==> src/core/cfts_params.svh <==
// Timing constants, field widths and reset values for the frame transmit scheduler
`ifndef CFTS_PARAMS_SVH
`define CFTS_PARAMS_SVH
`define CFTS_CLK_HZ 10000000
`define CFTS_TICK_US 500
`define CFTS_TICK_CYCLES ((`CFTS_CLK_HZ / 1000000) * `CFTS_TICK_US)
`define CFTS_DEF_INTERVAL_MS 100
`define CFTS_DEF_INTERVAL_TICKS 16'h00C8
`define CFTS_STD_ID_MAX 29'h0000_07FF
`define CFTS_EXT_ID_MAX 29'h1FFF_FFFF
`define CFTS_MAX_LEN 4'h8
`define CFTS_ID_W 29
`define CFTS_IVL_W 16
`define CFTS_DEF_TIMING 3'h1
`endif

==> src/core/cfts_pkg.sv <==
// Types shared by the frame transmit scheduler
`default_nettype none
package cfts_pkg;
  typedef enum logic [2:0] {
    CFTS_CYC_DATA = 3'h0,
    CFTS_EVT_DATA = 3'h1,
    CFTS_CYC_REM = 3'h2,
    CFTS_EVT_REM = 3'h3,
    CFTS_CYC_EVT = 3'h4
  } cfts_timing_t;
  typedef enum logic [2:0] {
    CFTS_IDLE = 3'b001,
    CFTS_BUSY = 3'b010,
    CFTS_GAP = 3'b100
  } cfts_state_t;
endpackage
`default_nettype wire

==> src/core/cfts_tick_gen.sv <==
// Free running 500 us tick generator
`include "cfts_params.svh"
`default_nettype none
module cfts_tick_gen (
  input wire logic core_clk_i, // System clock
  input wire logic rst_i,      // Synchronous reset
  output logic tick_o          // One-cycle pulse per tick
);
  localparam int unsigned TC = `CFTS_TICK_CYCLES;
  logic [12:0] cnt_r;
  logic [12:0] cnt_nxt;
  logic tick_r;
  logic tick_nxt;
  always_comb begin
    tick_nxt = (cnt_r == 13'(TC - 1));
    cnt_nxt = tick_nxt ? 13'h0000 : cnt_r + 13'h0001;
  end
  always_ff @(posedge core_clk_i) begin
    if (rst_i) begin
      cnt_r <= 13'h0000;
      tick_r <= 1'b0;
    end else begin
      cnt_r <= cnt_nxt;
      tick_r <= tick_nxt;
    end
  end
  assign tick_o = tick_r;
endmodule
`default_nettype wire

==> src/core/cfts_cfg_check.sv <==
// Frame configuration validity check
`include "cfts_params.svh"
`default_nettype none
module cfts_cfg_check (
  input wire logic core_clk_i,                 // System clock
  input wire logic rst_i,                      // Synchronous reset
  input wire logic extended_id_select_i,       // Identifier width select
  input wire logic [`CFTS_ID_W-1:0] frame_id_i, // Arbitration identifier
  input wire logic [3:0] payload_len_i,        // Payload length
  input wire logic [2:0] frame_timing_type_i,  // Timing type code
  input wire logic [`CFTS_IVL_W-1:0] ivl_i,    // Interval in ticks
  output logic cfg_ok_o                        // Configuration valid
);
  logic ok_r;
  logic ok_nxt;
  always_comb begin
    ok_nxt = 1'b1;
    if (!extended_id_select_i && frame_id_i > `CFTS_STD_ID_MAX) ok_nxt = 1'b0; // [RULE17] [RULE1]
    if (extended_id_select_i && frame_id_i > `CFTS_EXT_ID_MAX) ok_nxt = 1'b0; // [RULE17]
    if (payload_len_i > `CFTS_MAX_LEN) ok_nxt = 1'b0; // [RULE18]
    if (frame_timing_type_i > 3'h4) ok_nxt = 1'b0; // [RULE2]
    if ((frame_timing_type_i == 3'h0 || frame_timing_type_i == 3'h2 ||
         frame_timing_type_i == 3'h4) && ivl_i == 16'h0000) ok_nxt = 1'b0; // [RULE11]
  end
  always_ff @(posedge core_clk_i) begin
    if (rst_i) ok_r <= 1'b0;
    else ok_r <= ok_nxt;
  end
  assign cfg_ok_o = ok_r;
endmodule
`default_nettype wire

==> src/core/cfts_sched.sv <==
// Per-frame CAN transmit scheduler top level
`include "cfts_params.svh"
`default_nettype none
// What this block does
// [RULE1] Identifier is 11-bit standard when extended select low, else 29-bit.
// [RULE2] Timing codes: 0 cyc data, 1 evt data, 2 cyc rem, 3 evt rem, 4 both.
// [RULE3] Cyclic data sends the data frame every interval.
// [RULE4] Data modes ignore received remote requests.
// [RULE5] Event data sends on write, interval is minimum spacing.
// [RULE6] Cyclic remote: requester sends remote frames every interval.
// [RULE7] Event remote: requester sends remote frame on write, with minimum spacing.
// [RULE8] Remote modes answer every received remote request with data frame.
// [RULE9] Cyclic/event sends on write and every period, no spacing.
// [RULE10] Interval is counted in 500 us steps.
// [RULE11] Zero interval is invalid for cyclic modes.
// [RULE12] Spacing measured from acknowledgment of previous frame.
// [RULE13] Zero interval in event modes allows back to back frames.
// [RULE14] Default interval is 0.1 s.
// [RULE15] Default timing type is event data.
// [RULE16] Early write is held and sent after spacing with latest payload.
// [RULE17] Standard id above 0x7FF or extended above 0x1FFFFFFF is invalid.
// [RULE18] Payload length above 8 bytes is invalid.
module cfts_sched (
  input wire logic core_clk_i,                   // System clock, 10 MHz
  input wire logic rst_i,                        // Synchronous reset, active high
  input wire logic cfg_use_default_i,            // Use default timing and interval
  input wire logic extended_id_select_i,         // Extended identifier select
  input wire logic [`CFTS_ID_W-1:0] frame_id_i,  // Arbitration identifier
  input wire logic [2:0] frame_timing_type_i,    // Timing type code
  input wire logic [`CFTS_IVL_W-1:0] frame_interval_time_i, // Interval, 500 us units
  input wire logic [3:0] payload_len_i,          // Payload length in bytes
  input wire logic wr_evt_i,                     // Local write event pulse
  input wire logic [63:0] wr_data_i,             // Payload with write event
  input wire logic rtr_rx_i,                     // Remote request received pulse
  input wire logic tx_ack_i,                     // Frame acknowledged pulse
  output logic tx_req_o,                         // Frame request level until ack
  output logic tx_remote_o,                      // Requested frame is remote
  output logic tx_ext_o,                         // Requested frame uses 29-bit id
  output logic [`CFTS_ID_W-1:0] tx_id_o,         // Requested identifier
  output logic [3:0] tx_len_o,                   // Requested payload length
  output logic [63:0] tx_data_o,                 // Requested payload
  output logic cfg_ok_o                          // Configuration valid
);
  logic tick;
  logic cfg_ok;
  cfts_pkg::cfts_timing_t mode;
  logic [`CFTS_IVL_W-1:0] ivl;
  cfts_pkg::cfts_state_t st_r, st_nxt;
  logic [`CFTS_IVL_W-1:0] per_r, per_nxt;
  logic [`CFTS_IVL_W-1:0] gap_r, gap_nxt;
  logic pend_r, pend_nxt;
  logic pend_rem_r, pend_rem_nxt;
  logic ans_r, ans_nxt;
  logic [63:0] pay_r, pay_nxt;
  logic req_r, req_nxt;
  logic rem_r, rem_nxt;
  logic ext_r, ext_nxt;
  logic [`CFTS_ID_W-1:0] id_r, id_nxt;
  logic [3:0] len_r, len_nxt;
  logic [63:0] txd_r, txd_nxt;
  logic cyc_due;
  logic is_evt;
  logic has_gap;

  cfts_tick_gen u_tick (
    .core_clk_i(core_clk_i),
    .rst_i(rst_i),
    .tick_o(tick)
  );

  cfts_cfg_check u_chk (
    .core_clk_i(core_clk_i),
    .rst_i(rst_i),
    .extended_id_select_i(extended_id_select_i),
    .frame_id_i(frame_id_i),
    .payload_len_i(payload_len_i),
    .frame_timing_type_i(mode),
    .ivl_i(ivl),
    .cfg_ok_o(cfg_ok)
  );

  always_comb begin
    mode = cfts_pkg::cfts_timing_t'(frame_timing_type_i);
    ivl = frame_interval_time_i;
    if (cfg_use_default_i) begin
      mode = cfts_pkg::cfts_timing_t'(`CFTS_DEF_TIMING); // [RULE15]
      ivl = `CFTS_DEF_INTERVAL_TICKS; // [RULE14] [RULE10]
    end
  end

  // Spacing applies only to the event modes; the combined mode has none
  assign is_evt = (mode == cfts_pkg::CFTS_EVT_DATA) || (mode == cfts_pkg::CFTS_EVT_REM);
  assign has_gap = is_evt && (ivl != 16'h0000); // [RULE13]
  assign cyc_due = tick && (per_r <= 16'h0001);

  always_comb begin
    st_nxt = st_r;
    per_nxt = per_r;
    gap_nxt = gap_r;
    pend_nxt = pend_r;
    pend_rem_nxt = pend_rem_r;
    ans_nxt = ans_r;
    pay_nxt = pay_r;
    req_nxt = req_r;
    rem_nxt = rem_r;
    ext_nxt = ext_r;
    id_nxt = id_r;
    len_nxt = len_r;
    txd_nxt = txd_r;
    if (wr_evt_i) begin
      pay_nxt = wr_data_i; // [RULE16] [RULE9]
    end
    // Period counter runs in 500 us steps regardless of bus state
    if (tick) begin
      per_nxt = (per_r <= 16'h0001) ? ivl : per_r - 16'h0001; // [RULE10]
    end
    if (cfg_ok) begin
      unique case (mode)
        cfts_pkg::CFTS_CYC_DATA: if (cyc_due) pend_nxt = 1'b1; // [RULE3] [RULE4]
        cfts_pkg::CFTS_EVT_DATA: if (wr_evt_i) pend_nxt = 1'b1; // [RULE5] [RULE4]
        cfts_pkg::CFTS_CYC_REM: begin
          if (cyc_due) pend_rem_nxt = 1'b1; // [RULE6]
          if (rtr_rx_i) ans_nxt = 1'b1; // [RULE8]
        end
        cfts_pkg::CFTS_EVT_REM: begin
          if (wr_evt_i) pend_rem_nxt = 1'b1; // [RULE7]
          if (rtr_rx_i) ans_nxt = 1'b1; // [RULE8]
        end
        cfts_pkg::CFTS_CYC_EVT: if (wr_evt_i || cyc_due) pend_nxt = 1'b1; // [RULE9]
        default: begin
          pend_nxt = 1'b0;
        end
      endcase
    end else begin
      pend_nxt = 1'b0;
      pend_rem_nxt = 1'b0;
      ans_nxt = 1'b0;
    end
    unique case (st_r)
      cfts_pkg::CFTS_IDLE: begin
        if (cfg_ok && (ans_r || pend_r || pend_rem_r)) begin
          req_nxt = 1'b1;
          ext_nxt = extended_id_select_i; // [RULE1]
          id_nxt = frame_id_i;
          len_nxt = payload_len_i;
          txd_nxt = wr_evt_i ? wr_data_i : pay_r; // [RULE16]
          // Answers to remote requests take precedence over own requests
          if (ans_r) begin
            rem_nxt = 1'b0;
            ans_nxt = rtr_rx_i;
          end else if (pend_r) begin
            rem_nxt = 1'b0;
            pend_nxt = wr_evt_i || cyc_due;
          end else begin
            rem_nxt = 1'b1;
            pend_rem_nxt = wr_evt_i || cyc_due;
          end
          st_nxt = cfts_pkg::CFTS_BUSY;
        end
      end
      cfts_pkg::CFTS_BUSY: begin
        if (tx_ack_i) begin
          req_nxt = 1'b0;
          gap_nxt = ivl;
          st_nxt = has_gap ? cfts_pkg::CFTS_GAP : cfts_pkg::CFTS_IDLE; // [RULE12] [RULE13]
        end
      end
      cfts_pkg::CFTS_GAP: begin
        if (tick) begin
          gap_nxt = gap_r - 16'h0001;
          if (gap_r <= 16'h0001) st_nxt = cfts_pkg::CFTS_IDLE; // [RULE12] [RULE16]
        end
      end
      default: begin
        st_nxt = cfts_pkg::CFTS_IDLE;
        req_nxt = 1'b0;
      end
    endcase
  end

  always_ff @(posedge core_clk_i) begin
    if (rst_i) begin
      st_r <= cfts_pkg::CFTS_IDLE;
      per_r <= `CFTS_DEF_INTERVAL_TICKS;
      gap_r <= 16'h0000;
      pend_r <= 1'b0;
      pend_rem_r <= 1'b0;
      ans_r <= 1'b0;
      pay_r <= 64'h0000_0000_0000_0000;
      req_r <= 1'b0;
      rem_r <= 1'b0;
      ext_r <= 1'b0;
      id_r <= 29'h0000_0000;
      len_r <= 4'h0;
      txd_r <= 64'h0000_0000_0000_0000;
    end else begin
      st_r <= st_nxt;
      per_r <= per_nxt;
      gap_r <= gap_nxt;
      pend_r <= pend_nxt;
      pend_rem_r <= pend_rem_nxt;
      ans_r <= ans_nxt;
      pay_r <= pay_nxt;
      req_r <= req_nxt;
      rem_r <= rem_nxt;
      ext_r <= ext_nxt;
      id_r <= id_nxt;
      len_r <= len_nxt;
      txd_r <= txd_nxt;
    end
  end

  assign tx_req_o = req_r;
  assign tx_remote_o = rem_r;
  assign tx_ext_o = ext_r;
  assign tx_id_o = id_r;
  assign tx_len_o = len_r;
  assign tx_data_o = txd_r;
  assign cfg_ok_o = cfg_ok;

  gap_hold_a: assert property (@(posedge core_clk_i) disable iff (rst_i) // [RULE12]
    (st_r == cfts_pkg::CFTS_GAP) |=> !$rose(req_r))
    else $error("request raised during spacing");
  no_gap_a: assert property (@(posedge core_clk_i) disable iff (rst_i) // [RULE13]
    (st_r == cfts_pkg::CFTS_BUSY && tx_ack_i && !has_gap) |=> st_r == cfts_pkg::CFTS_IDLE)
    else $error("zero spacing not honoured");
  data_ign_a: assert property (@(posedge core_clk_i) disable iff (rst_i) // [RULE4]
    (mode == cfts_pkg::CFTS_CYC_DATA || mode == cfts_pkg::CFTS_EVT_DATA) |=> !ans_r)
    else $error("remote request seen in data mode");
  rem_ans_a: assert property (@(posedge core_clk_i) disable iff (rst_i) // [RULE8]
    (cfg_ok && mode == cfts_pkg::CFTS_EVT_REM && rtr_rx_i && $stable(mode)) |=> ans_r)
    else $error("remote request not latched");
  bad_cfg_a: assert property (@(posedge core_clk_i) disable iff (rst_i) // [RULE17]
    (!extended_id_select_i && frame_id_i > `CFTS_STD_ID_MAX) |=> !cfg_ok)
    else $error("bad standard id accepted");
  bad_len_a: assert property (@(posedge core_clk_i) disable iff (rst_i) // [RULE18]
    (payload_len_i > `CFTS_MAX_LEN) |=> !cfg_ok)
    else $error("bad length accepted");
  req_hold_a: assert property (@(posedge core_clk_i) disable iff (rst_i) // [RULE3]
    (req_r && !tx_ack_i) |=> req_r && $stable(tx_id_o))
    else $error("request dropped before ack");
  evt_req_a: assert property (@(posedge core_clk_i) disable iff (rst_i) // [RULE9]
    (cfg_ok && mode == cfts_pkg::CFTS_CYC_EVT && wr_evt_i && st_r == cfts_pkg::CFTS_IDLE
     && !ans_r && $stable(mode) && $stable(cfg_ok)) |-> ##[1:2] req_r)
    else $error("write not sent in combined mode");
endmodule
`default_nettype wire

==> config.mk <==
export PLATFORM = sky130hd
export DESIGN_NAME = cfts_sched
export DESIGN_NICKNAME = d
export VERILOG_FILES = /design/src/core/cfts_pkg.sv /design/src/core/cfts_tick_gen.sv /design/src/core/cfts_cfg_check.sv /design/src/core/cfts_sched.sv
export VERILOG_INCLUDE_DIRS = /design/src /design/src/core
export SDC_FILE = /design/constraint.sdc
export NUM_CORES = 1
export LEC_CHECK = 0
export ABC_AREA = 1
export BUFFER_PORTS_ARGS = -buffer_cell sky130_fd_sc_hd__buf_2
export CAP_MARGIN = 20
export CORE_UTILIZATION = 30
export DETAILED_ROUTE_END_ITERATION = 8
export PLACE_DENSITY = 0.56
export RECOVER_POWER = 25
export SLEW_MARGIN = 20
export SYNTH_ARGS = -nofsm -noshare
export SYNTH_HDL_FRONTEND = slang
export SYNTH_SLANG_ARGS = --single-unit
==> constraint.sdc <==
create_clock -name core_clk_i -period 2.3 [get_ports core_clk_i]
set_clock_uncertainty 0.2 [all_clocks]
set_input_delay 0.345 -clock core_clk_i [delete_from_list [all_inputs] [get_ports core_clk_i]]
set_output_delay 0.345 -clock core_clk_i [all_outputs]
set_load 0.01 [all_outputs]
==> reports/qor.csv <==
metric,value,unit
outcome,"finished, violations left",
violations,"capacitance limit, slew limit",
synth.avg_cell_area,8.441,sq um
drive_above_1_share,0.2559,
wl,25260,um
synth-edff-count,0,
setup_viol,0,
critPathArrivalTime,2120,ps
whs_path_depth,4,
clock_sinks,217,
start_kind,flop,
drv_slew,162,
powerDensity,696.2,mW/mm^2
cts-root-buf,clkbuf_16,
finalSetupTns,0,ps
fin_util,0.4144,
grt_max_degree,162,
tightest_slew,2022,ps
grt_pass1_vias,8110,
end_kind,flop,
finalHoldViolations,0,
clockBufferDepth,3,
firstDrtPassIters,4,
netlist-cell-type-count,43,
finalWorstPathRequiredPeriod,1997,ps
max-vdd-ir-drop,0.4267,mV
gr-total-overflow,0,
hold_class,in2reg,
die_y,178.2,um
maxCapViolCount,1,
viasPerCell,4.560,
crit_required,2430,ps
h-tree-depth,1,
yosysSeqAreaShare,0.4662,
dominantRegCellSynth,dfxtp_1,
gp_congestion,0.8366,
synth-seq-cells,217,
path_clk_slew,60,ps
drt_iter0_drc,391,
rsz0062_at_grt,false,
post_drt_wl_per_cell,13.83,um
cts_inserted_buffers,26,
rows,64,
max_freq,500.7,MHz
netlist_area,0.009319,sq mm
initial_core_util,0.3046,
antenna_left,0,
final.period_utilization,0.8684,
grt_first_pass_wirelength,40160,um
grt_antenna_before_repair,1,
grt_usage,0.1553,
synthCells,1104,
postCtsResizedCells,0,
worstRegToRegCells,13,
maxSlewHeadroom,-0.3478,
whs,50.31,ps
area_growth,36.02,%
portBuffers,223,
dieArea,0.03177,sq mm
synth_nets,1232,
cts_tree,built,
crit_fanout,14,
vias,8331,
die_x,178.2,um
synth_warnings,0,
nets,1539,
place_hpwl,16820,um
path_class,reg2reg,
core_area,0.03059,sq mm
clock_latency,520,ps
power.leakage,0.005469,uW
route.detailed.drc,0,
async_reset_ff_frac,0,
pin_count,224,
## cell type report
class | count | area (sq um)
fillers | 3090 | 17910
inverters | 58 | 227.7
multi-input cells | 764 | 4352
well taps | 396 | 495.5
clock buffers | 38 | 777.0
flip-flops and latches | 217 | 4344
repair buffers | 344 | 2344
diodes | 1 | 2.502
clock inverters | 9 | 133.9
## synth_stat cells, types with 2 or more instances
master | count | share of area
nand3b_1 | 4 | 0.0032
nor3_2 | 3 | 0.0032
nand2_1 | 126 | 0.051
a211oi_1 | 12 | 0.0097
clkbuf_1 | 25 | 0.010
o31ai_1 | 4 | 0.0032
xnor2_1 | 4 | 0.0038
inv_1 | 51 | 0.021
nor2_4 | 5 | 0.0060
buf_4 | 8 | 0.0064
a211oi_2 | 56 | 0.075
nor4_1 | 2 | 0.0013
o211ai_1 | 4 | 0.0032
dfxtp_1 | 217 | 0.47
or2_2 | 3 | 0.0020
or2_0 | 2 | 0.0013
inv_2 | 3 | 0.0012
nand2_2 | 8 | 0.0054
nand4_1 | 13 | 0.0087
mux2i_1 | 64 | 0.069
nor2_1 | 251 | 0.10
nor2_2 | 8 | 0.0054
nand3_1 | 35 | 0.019
nor3_1 | 14 | 0.0075
inv_4 | 2 | 0.0013
a21oi_1 | 51 | 0.027
clkinv_1 | 2 | 0.00081
o21ai_1 | 16 | 0.0086
ha_1 | 5 | 0.0067
o21ai_0 | 59 | 0.032
buf_6 | 14 | 0.017
xor2_1 | 6 | 0.0056
buf_2 | 17 | 0.0091
## flip-flops by register name (all words and copies together) (netlist names), 3 cells and up
signal,cells
tx_id_o,29
st_r,3
tx_data_o,64
gap_r,16
per_r,16
u_tick.cnt_r,13
tx_len_o,4
pay_r,64
## what timing repair did
action	CTS	global route
setup buffers	0	0
hold endpoints to repair	100	0
hold buffers	100	0
## worst max-delay path: stages (launching register included)
cell and delay (ps):
dfxtp_1 350, inv_1 90, ha_1 200, inv_1 90, nand2_1 80, nand2_2 70, nor2_4 130, nand2_4 130
inv_4 180, nand2_1 70, nand2_1 60, inv_1 40, nand2_1 70, a21oi_2 50
## metal layers
layer  share of wire  vias up  track usage
li1                -     4300            -
met3           0.044       51      0.02600
met2            0.48      185       0.2725
met5               0        -            0
met1            0.44     3795       0.1890
met4           0.032        0      0.05791
## cell usage in the layout (no fill, tap or decap), drive strengths merged, types with 13 or more instances in the layout
master,Yosys,routed
nand2,135,135
nand4,13,13
o21ai,76,76
a21oi,52,52
dfxtp,217,217
clkbuf,25,50
nand3,35,35
mux2i,64,64
a211oi,68,68
inv,56,57
nor3,17,17
buf,40,232
nor2,264,264
dlygate4sd3,0,100
## through the flow
stage,total power (uW),setup slack (ps),std cells,cell area [sq um]
2_1_floorplan,4253,567.6,1104,9319
3_3_place_gp,4448,347.7,1679,10790
4_1_cts,8968,305.9,1826,12700
5_1_grt,9191,108.9,1827,12680
3_5_place_dp,4457,326.8,1679,10790
6_report,8824,302.6,1827,12680
## kinds of logic (layout without fill, tap and decap cells)
family | after synthesis | after routing | share of synthesized area
compound gates | 209 | 209 | 0.1654
xor+xnor | 10 | 10 | 0.009398
fa+ha+maj | 5 | 5 | 0.006713
buf+inv | 123 | 449 | 0.06686
flops | 217 | 217 | 0.4662
mux | 64 | 64 | 0.06874
other cells | 0 | 1 | 0
simple gates | 476 | 476 | 0.2167
## worst paths after layout
kind	start	endpoint	slack [ps]
setup / recovery	per_r[0]	per_r[15]	300
hold / removal	frame_timing_type_i[0]	pend_rem_r	50
setup reg to reg	per_r[0]	per_r[15]	300
hold reg to reg	u_tick.cnt_r[0]	u_tick.cnt_r[0]	250
## power by group
group	switching, uW	total [uW]	internal [uW]
Clock	1640	4320	2680
Combinational	330	641	311
Sequential	24.1	3860	3840
Total	2000	8820	6830
Note: power is estimated with default switching activity, not from simulation.
